[config.mk]
export PLATFORM = sky130hd
export DESIGN_NAME = quad_phase_fetch_pipeline
export DESIGN_NICKNAME = d
export VERILOG_FILES = /design/src/design/quad_phase_pkg.sv /design/src/design/quad_phase_fetch_pipeline.sv /design/src/design/phase_generator.sv /design/src/design/data_address_mapper.sv
export SDC_FILE = /design/constraint.sdc
export NUM_CORES = 1
export LEC_CHECK = 0
export ABC_AREA = 1
export BUFFER_PORTS_ARGS = -buffer_cell sky130_fd_sc_hd__buf_4
export CORE_MARGIN = 3
export CORE_UTILIZATION = 59
export DETAILED_ROUTE_END_ITERATION = 10
export PLACE_DENSITY = 0.92
export SETUP_SLACK_MARGIN = 0.05
export SLEW_MARGIN = 20
export SYNTH_ARGS = -nofsm -noshare
export SYNTH_HDL_FRONTEND = slang
export SYNTH_HIERARCHICAL = 1
export SYNTH_SLANG_ARGS = --single-unit
[constraint.sdc]
create_clock -name clk -period 4.3 [get_ports clk]
set_input_delay 0.43 -clock clk [delete_from_list [all_inputs] [get_ports clk]]
set_output_delay 0.43 -clock clk [all_outputs]
set_load 0.05 [all_outputs]
[src/design/quad_phase_pkg.sv]
// Shared constants, types and decode helpers for the quad-phase fetch pipeline
package quad_phase_pkg;

  // ==========================================================================
  // Widths, reset values and fixed addresses
  localparam logic [20:0] RESET_VECTOR = 21'h000000;
  localparam logic [20:0] PC_STEP = 21'h000002;
  localparam logic [3:0] BANK_POINTER_RESET = 4'h0;
  localparam logic [15:0] NOP_WORD = 16'h0000;
  localparam logic [7:0] WORKING_RESET = 8'h00;
  localparam logic [11:0] BANK_POINTER_ADDR = 12'hFE0;
  localparam logic [7:0] ACCESS_SPLIT = 8'h60;
  localparam logic [3:0] ACCESS_LOW_BANK = 4'h0;
  localparam logic [3:0] ACCESS_HIGH_BANK = 4'hF;
  localparam logic [3:0] SECOND_WORD_PREFIX = 4'hF;
  localparam logic [3:0] PHASE_RESET_STROBE = 4'h1;
  localparam int ACCESS_BIT = 8;
  localparam int DEST_BIT = 9;

  // ==========================================================================
  // Instruction encodings (top bits of the first word)
  localparam logic [7:0] ENC_LOAD_BANK = 8'h01;
  localparam logic [7:0] ENC_MOVE_LIT = 8'h0E;
  localparam logic [7:0] ENC_JUMP = 8'hEF;
  localparam logic [6:0] ENC_STORE_W = 7'h37;
  localparam logic [6:0] ENC_SKIP_ZERO = 7'h33;
  localparam logic [5:0] ENC_ADD_W = 6'h09;
  localparam logic [4:0] ENC_BRANCH = 5'h1A;
  localparam logic [3:0] ENC_FULL_MOVE = 4'hC;

  // ==========================================================================
  // Types
  typedef enum logic [1:0] {
    PHASE_ONE_S = 2'b00,
    PHASE_TWO_S = 2'b01,
    PHASE_THREE_S = 2'b11,
    PHASE_FOUR_S = 2'b10
  } phase_t;

  typedef enum logic [3:0] {
    OP_NOP = 4'h0,
    OP_LOAD_BANK = 4'h1,
    OP_MOVE_LIT = 4'h2,
    OP_STORE_W = 4'h3,
    OP_ADD_W = 4'h4,
    OP_SKIP_ZERO = 4'h5,
    OP_JUMP = 4'h6,
    OP_BRANCH = 4'h7,
    OP_FULL_MOVE = 4'h8,
    OP_SECOND = 4'h9
  } op_t;

  // ==========================================================================
  // Functions
  function automatic op_t decode_op(input logic [15:0] word);
    op_t op;
    op = OP_NOP;
    if (word[15:8] == ENC_JUMP) begin
      op = OP_JUMP;
    end else if (word[15:12] == SECOND_WORD_PREFIX) begin
      op = OP_SECOND;
    end else if (word[15:12] == ENC_FULL_MOVE) begin
      op = OP_FULL_MOVE;
    end else if (word[15:11] == ENC_BRANCH) begin
      op = OP_BRANCH;
    end else if (word[15:8] == ENC_LOAD_BANK) begin
      op = OP_LOAD_BANK;
    end else if (word[15:8] == ENC_MOVE_LIT) begin
      op = OP_MOVE_LIT;
    end else if (word[15:9] == ENC_STORE_W) begin
      op = OP_STORE_W;
    end else if (word[15:9] == ENC_SKIP_ZERO) begin
      op = OP_SKIP_ZERO;
    end else if (word[15:10] == ENC_ADD_W) begin
      op = OP_ADD_W;
    end
    return op;
  endfunction

  // Word address to byte address: the low bit is always zero
  function automatic logic [20:0] word_to_byte(input logic [19:0] word_addr);
    return {word_addr, 1'b0};
  endfunction

endpackage

[src/design/quad_phase_fetch_pipeline.sv]
// Instruction sequencing and data-memory addressing core with a two-stage pipeline
`timescale 1ns/1ps
`default_nettype none
module quad_phase_fetch_pipeline
  import quad_phase_pkg::*;
(
  input wire logic clk,
  input wire logic rst_b,
  input wire logic [15:0] prog_data,
  input wire logic [7:0] data_rdata,
  input wire logic [15:0] bank_present,
  output logic [20:0] prog_addr,
  output logic [11:0] data_addr,
  output logic data_rd,
  output logic data_wr,
  output logic [7:0] data_wdata,
  output logic phase_one,
  output logic phase_two,
  output logic phase_three,
  output logic phase_four,
  output logic [7:0] bank_pointer,
  output logic [7:0] working_reg,
  output logic zero_flag,
  output logic [20:0] program_counter
);

  // ==========================================================================
  // Phase strobes
  logic [3:0] strobe;

  phase_generator u_phase (
    .clk(clk),
    .rst_b(rst_b),
    .phase_strobe(strobe)
  );

  // Strobes already leave the generator from flops, so they feed the outputs directly
  assign phase_one = strobe[0];
  assign phase_two = strobe[1];
  assign phase_three = strobe[2];
  assign phase_four = strobe[3];

  // ==========================================================================
  // Pipeline state
  logic [20:0] pc;
  logic [15:0] fetch_word;
  logic fetch_valid;
  logic flush_fetch;
  logic [15:0] ir;
  logic ir_valid;
  logic second_pending;
  logic [7:0] first_literal;
  logic first_is_jump;
  logic skip_taken;
  logic reads_operand;
  logic [7:0] move_data;
  logic [3:0] bank;
  logic [7:0] w;
  logic [7:0] operand_value;
  logic operand_is_bank;
  logic operand_present;

  // ==========================================================================
  // Decode helpers
  // The read and write strobes ask the same question of the bank map, so it lives in one place
  function automatic logic bank_ok(input logic [15:0] present, input logic [11:0] addr);
    return present[addr[11:8]];
  endfunction

  op_t op;
  logic [11:0] mapped_addr;
  logic use_second;
  logic redirect;
  logic [20:0] redirect_target;
  logic [20:0] branch_offset;
  logic [8:0] add_sum;
  logic [7:0] result;
  logic write_needed;

  assign op = ir_valid ? decode_op(ir) : OP_NOP;
  // A second word only carries data right after its own first word
  assign use_second = (op == OP_SECOND) && second_pending;

  data_address_mapper u_map (
    .full_address(use_second || op == OP_FULL_MOVE),
    .full_addr(ir[11:0]),
    .access_banked(ir[ACCESS_BIT]),
    .bank(bank),
    .operand(ir[7:0]),
    .addr(mapped_addr)
  );

  // Counter already advanced twice when the branch executes
  assign branch_offset = word_to_byte({{9{ir[10]}}, ir[10:0]});

  // Target is formed in the execute cycle and loaded at phase four, after the wrong-path fetch
  always_comb begin
    redirect = 1'b0;
    redirect_target = pc;
    if (use_second && first_is_jump) begin
      redirect = 1'b1;
      redirect_target = word_to_byte({ir[11:0], first_literal});
    end else if (op == OP_BRANCH) begin
      redirect = 1'b1;
      redirect_target = pc - PC_STEP + branch_offset;
    end
  end

  assign add_sum = {1'b0, w} + {1'b0, operand_value};
  assign result = (op == OP_ADD_W) ? add_sum[7:0] : w;
  // Destination bit low sends the sum back to memory instead of the working register
  always_comb begin
    write_needed = 1'b0;
    if (op == OP_STORE_W) begin
      write_needed = 1'b1;
    end else if (op == OP_ADD_W) begin
      write_needed = !ir[DEST_BIT];
    end else if (use_second) begin
      write_needed = !first_is_jump;
    end
  end

  // A skip that finds zero flushes the next word just like a redirect
  assign skip_taken = (op == OP_SKIP_ZERO) && (operand_value == 8'h00);
  // Only these instructions need the operand byte; the rest leave the read strobe quiet
  assign reads_operand = (op == OP_ADD_W) || (op == OP_SKIP_ZERO) || (op == OP_FULL_MOVE);

  // ==========================================================================
  // Fetch stage
  always_ff @(posedge clk or negedge rst_b) begin
    if (!rst_b) begin
      pc <= RESET_VECTOR;
      prog_addr <= RESET_VECTOR;
    end else if (phase_one) begin
      prog_addr <= pc;
      pc <= pc + PC_STEP;
    end else if (phase_four && redirect) begin
      // The wrong-path word fetched in this cycle is dropped through flush_fetch
      pc <= redirect_target;
    end
  end

  always_ff @(posedge clk or negedge rst_b) begin
    if (!rst_b) begin
      fetch_word <= NOP_WORD;
      fetch_valid <= 1'b0;
      flush_fetch <= 1'b0;
    end else if (phase_four) begin
      fetch_word <= prog_data;
      fetch_valid <= 1'b1;
      // Taken branch or successful skip turns the just-fetched word into a no-operation
      flush_fetch <= redirect || skip_taken;
    end
  end

  // ==========================================================================
  // Execute stage
  always_ff @(posedge clk or negedge rst_b) begin
    if (!rst_b) begin
      ir <= NOP_WORD;
      ir_valid <= 1'b0;
    end else if (phase_one) begin
      ir <= fetch_word;
      ir_valid <= fetch_valid && !flush_fetch;
    end
  end

  // Remembers the first word of a two-word instruction for its partner
  always_ff @(posedge clk or negedge rst_b) begin
    if (!rst_b) begin
      second_pending <= 1'b0;
      first_is_jump <= 1'b0;
      first_literal <= 8'h00;
    end else if (phase_four) begin
      second_pending <= (op == OP_JUMP) || (op == OP_FULL_MOVE);
      first_is_jump <= (op == OP_JUMP);
      first_literal <= ir[7:0];
    end
  end

  // ==========================================================================
  // Data memory access
  always_ff @(posedge clk or negedge rst_b) begin
    if (!rst_b) begin
      data_addr <= 12'h000;
      data_rd <= 1'b0;
      operand_is_bank <= 1'b0;
      operand_present <= 1'b0;
    end else begin
      data_rd <= 1'b0;
      if (phase_two && reads_operand) begin
        data_addr <= mapped_addr;
        operand_is_bank <= (mapped_addr == BANK_POINTER_ADDR);
        operand_present <= bank_ok(bank_present, mapped_addr);
        // Missing banks get no strobe, so memory never sees the access
        data_rd <= bank_ok(bank_present, mapped_addr);
      end else if (phase_three && write_needed) begin
        data_addr <= mapped_addr;
      end
    end
  end

  // Memory answers in the same clock as the read strobe, sampled in phases three and four
  always_comb begin
    if (operand_is_bank) begin
      operand_value = {4'h0, bank};
    end else if (operand_present) begin
      operand_value = data_rdata;
    end else begin
      operand_value = 8'h00;
    end
  end

  always_ff @(posedge clk or negedge rst_b) begin
    if (!rst_b) begin
      move_data <= 8'h00;
    end else if (phase_three && op == OP_FULL_MOVE) begin
      move_data <= operand_value;
    end
  end

  always_ff @(posedge clk or negedge rst_b) begin
    if (!rst_b) begin
      data_wr <= 1'b0;
      data_wdata <= 8'h00;
    end else begin
      data_wr <= 1'b0;
      if (phase_three && write_needed && mapped_addr != BANK_POINTER_ADDR) begin
        // Writes into a missing bank are dropped on the floor
        data_wr <= bank_ok(bank_present, mapped_addr);
        data_wdata <= use_second ? move_data : result;
      end
    end
  end

  // ==========================================================================
  // Core registers
  // Load-bank never writes memory, so it cannot collide with a write to the pointer address
  always_ff @(posedge clk or negedge rst_b) begin
    if (!rst_b) begin
      bank <= BANK_POINTER_RESET;
    end else if (phase_four && op == OP_LOAD_BANK) begin
      bank <= ir[3:0];
    end else if (phase_four && write_needed && mapped_addr == BANK_POINTER_ADDR) begin
      bank <= use_second ? move_data[3:0] : result[3:0];
    end
  end

  always_ff @(posedge clk or negedge rst_b) begin
    if (!rst_b) begin
      w <= WORKING_RESET;
      zero_flag <= 1'b0;
    end else if (phase_four) begin
      if (op == OP_MOVE_LIT) begin
        w <= ir[7:0];
      end else if (op == OP_ADD_W) begin
        // Flag follows the sum even when the bank is missing
        zero_flag <= (add_sum[7:0] == 8'h00);
        if (ir[DEST_BIT]) begin
          w <= add_sum[7:0];
        end
      end
    end
  end

  // Visible copies lag by one clock so every output leaves a flop
  always_ff @(posedge clk or negedge rst_b) begin
    if (!rst_b) begin
      bank_pointer <= {4'h0, BANK_POINTER_RESET};
      working_reg <= WORKING_RESET;
      program_counter <= RESET_VECTOR;
    end else begin
      bank_pointer <= {4'h0, bank};
      working_reg <= w;
      program_counter <= pc;
    end
  end

endmodule
`default_nettype wire

[src/design/phase_generator.sv]
// Divide-by-four generator of four non-overlapping phase strobes
`timescale 1ns/1ps
`default_nettype none
module phase_generator
  import quad_phase_pkg::*;
(
  input wire logic clk,
  input wire logic rst_b,
  output logic [3:0] phase_strobe
);

  phase_t state;
  phase_t next_state;

  always_comb begin
    case (state)
      PHASE_ONE_S: next_state = PHASE_TWO_S;
      PHASE_TWO_S: next_state = PHASE_THREE_S;
      PHASE_THREE_S: next_state = PHASE_FOUR_S;
      PHASE_FOUR_S: next_state = PHASE_ONE_S;
      default: next_state = PHASE_ONE_S;
    endcase
  end

  always_ff @(posedge clk or negedge rst_b) begin
    if (!rst_b) begin
      state <= PHASE_ONE_S;
    end else begin
      state <= next_state;
    end
  end

  // Strobes are registered from the next state so they stay glitch free
  always_ff @(posedge clk or negedge rst_b) begin
    if (!rst_b) begin
      phase_strobe <= PHASE_RESET_STROBE;
    end else begin
      case (next_state)
        PHASE_ONE_S: phase_strobe <= 4'h1;
        PHASE_TWO_S: phase_strobe <= 4'h2;
        PHASE_THREE_S: phase_strobe <= 4'h4;
        PHASE_FOUR_S: phase_strobe <= 4'h8;
        default: phase_strobe <= PHASE_RESET_STROBE;
      endcase
    end
  end

endmodule
`default_nettype wire

[src/design/data_address_mapper.sv]
// Forms the 12-bit data address from bank, fast window or full address
`timescale 1ns/1ps
`default_nettype none
module data_address_mapper
  import quad_phase_pkg::*;
(
  input wire logic full_address,
  input wire logic [11:0] full_addr,
  input wire logic access_banked,
  input wire logic [3:0] bank,
  input wire logic [7:0] operand,
  output logic [11:0] addr
);

  always_comb begin
    if (full_address) begin
      addr = full_addr;
    end else if (access_banked) begin
      addr = {bank, operand};
    end else if (operand < ACCESS_SPLIT) begin
      addr = {ACCESS_LOW_BANK, operand};
    end else begin
      addr = {ACCESS_HIGH_BANK, operand};
    end
  end

endmodule
`default_nettype wire

==> metrics.txt <==
critical path's slowest cell dfrtp_1; Final #Nets 1504; # diodes 0; gr usage total 29.0%; clock root cell clkbuf_16; CTS Buf Count 17; crit-path max FO 16; Avg WL per Cell 16.1 um; Net Sw Frac 37.9%; Yosys Warn Count 6; Worst Path Buf+Inv 4; sequential power share 37.9%; Worst Setup SP ir[10]$_DFFE_PN0P_; Req. time, crit path 4.67 ns; setup slack after layout 0.548 ns; # DRC 0; ANT nets after route 0; Tmin final 3.75 ns; # rows 46; cell seen most often among critical-path stages nand2_1; asr flop ratio synth 100%; core area 16100 um2; die area 18200 um2; commonest cells after routing, fill and taps aside nand2_1 (427), dfrtp_1 (167), inv_1 (165); cts hold-fix bufs 0; CTS tree done; initial antenna violation count 0; Final Hold Fails 0; Skew-Pair Late Insertion Delay 0.44 ns; vias in the first global route 8565; filler instances 1233; Max Root-Sink Buffers 2; Slew Viols, Final 0; critical path cell sequence inv_2 > nand2_1 > nor2_1 > nand2_1 > nand3_2 > nand2_4 > nor2_4 > nand2_1 > nand2_2 > inv_2 > nor2_1 > a21oi_1 > inv_1 > nor3_1 > nand3_1 > buf_4 > nor2_1 > nand2_4 > nand2_2 > nand2_1 > nand2_1; f_max 267 MHz; post-synthesis cell type count 44; Net Sw Power 1900 uW; Clk pwr share 30.9%; area of the mapped netlist 9780 um2; Clock Pin Slew Worst Setup and Hold Paths 0.07 ns; DRT iter0 DRCs 1325; Main synth FF type dfrtp_1; PortBufs 120; Via density 5.74; area grow syn2layout 16.4%; maximum vdd drop 322 uV; worst slew pin tran 1.06 ns; crit path DAT 4.13 ns; Setup crit end bank[0]$_DFFE_PN0P_; Comb pwr share 31.2%; setup violators final 0; pwr dens 442 nW/um2; Die Y 135 um; die width 135 um; setup TNS 0 ns; via count 9434; Final period util 87.3%; CP delay by family, top simple AND/OR/NAND/NOR gates; Initial Util 60.9%; path type of the worst min-delay path in -> async; Final Skew 0.00774 ns; Critical Path End Type flip-flop; Slew HR 29.0%; Seq/Total Area, Yosys 43.0%; first-pass GRT wire length 42.2 mm; Routed WL 26.4 mm; number of synthesized flops with an enable pin 0; commonest non-fill, non-tap cell in the layout nand2_1; Int Pwr 3120 uW; register-to-register setup slack 0.55 ns; DRT Pass-1 Iters 8; biggest regs pc (20), prog_addr (20), program_counter (20); max-cap violation count 0; status complete, no violations; crit start category flip-flop; Yosys reg bits 168; share of layout cells above drive strength 1 13.8%; critical path depth 21; Num Clock Sinks 168; GRT overflow 0; worst r2r dst bank[0]$_DFFE_PN0P_; pre-CTS WS 0.554 ns; worst r2r path cells 21; DP Wirelength 19.4 mm; final RePlAce weighted congestion 0.993; unrepaired setup endpoints after global routing false; syn_area_per_cell 7.44 um2; largest net degree at the start of global routing 100; FF-to-FF Start ir[10]$_DFFE_PN0P_; slowest stage delay, CP 0.45 ns; top-level I/O count 127; synthesized instance count 1314; leakage power 0.00606 uW; H-tree depth 4; worst setup path class reg -> reg
## routing by layer
metal / global-route usage [%] / vias to the layer above / share of wire [%]
met3: 4.66 / 76 / 8.8
met2: 44.7 / 552 / 46
li1: - / 4410 / -
met5: 0 / - / 0
met4: 8.88 / 0 / 2.3
met1: 42.5 / 4396 / 43
## worst min-delay path by stage
stage / start / to / slack [ns] / cells past startpoint
global placement: w[7]$_DFFE_PN0P_ / working_reg[7]$_DFF_PN0_ / 0.38 / 0
finish: rst_b / working_reg[7]$_DFF_PN0_ / 0.08 / 1
global route: rst_b / working_reg[7]$_DFF_PN0_ / 0.15 / 1
CTS: rst_b / working_reg[7]$_DFF_PN0_ / 0.12 / 1
floorplan: rst_b / bank[0]$_DFFE_PN0P_ / 0.13 / 0
detailed placement: pc[14]$_DFFE_PN0P_ / program_counter[14]$_DFF_PN0_ / 0.39 / 0
## power by group through the flow
stage / Combinational, uW / Clock (uW) / Sequential (uW)
floorplan: 759 / 0 / 2230
global route: 1710 / 1630 / 1920
finish: 1570 / 1550 / 1900
detailed placement: 1530 / 0 / 1930
CTS: 1540 / 1550 / 1900
global placement: 1500 / 0 / 1920
## cells by family after synthesis
kind of cell / Yosys count / synth area share, %
AO/OA/AOI/OAI: 183 / 10.1
XOR/XNOR: 22 / 1.97
adder cells (fa/ha/maj): 47 / 6.17
buffers and inverters: 230 / 9.56
flip-flops: 168 / 43.0
multiplexers: 4 / 0.409
other: 1 / 0.0383
AND/OR/NAND/NOR: 659 / 28.8
## metrics by stage
step           power [uW]  util [%]  instances  cell area (um2)  hold slack, ns
2_1_floorplan        2990         -       1319             9800           0.134
3_3_place_gp         3420      67.2       1612            10800           0.382
3_5_place_dp         3460      67.2       1612            10800           0.393
4_1_cts              4990      70.9       1644            11400           0.116
5_1_grt              5250      70.9       1644            11400           0.153
6_report             5030      70.9       1644            11400          0.0762
## final cells by class
type	instances	area, um2	share of cell area [%]
Multi-Input combinational cell	921	4660	40.9
Sequential cell	168	4210	36.9
Timing Repair Buffer	130	992	8.71
Inverter	177	666	5.85
Clock buffer	18	429	3.77
Tap cell	216	270	2.37
Clock inverter	14	163	1.43
## Yosys cell counts (6+ instances only)
cell type / number / share of area (%)
o21ai_1: 6 / 0.31
nand3_1: 115 / 5.9
clkbuf_1: 26 / 1.0
a21oi_1: 44 / 2.3
inv_1: 166 / 6.4
buf_4: 8 / 0.61
nand4_1: 33 / 2.1
o21ai_0: 113 / 5.8
ha_1: 45 / 5.8
xor2_1: 19 / 1.7
nand2_1: 428 / 16
dfrtp_1: 167 / 43
nor3_1: 10 / 0.51
buf_2: 14 / 0.72
nor2_1: 49 / 1.9
inv_2: 9 / 0.35
nand2_2: 7 / 0.45
o211ai_1: 8 / 0.61
## what timing repair did
| action | in CTS | in global routing |
|---|---|---|
| gates resized for setup | 0 | 1 |
| setup endpoints to repair | 0 | 4 |
| buffers inserted | 0 | 0 |
Note: power is estimated with default switching activity, not from simulation.
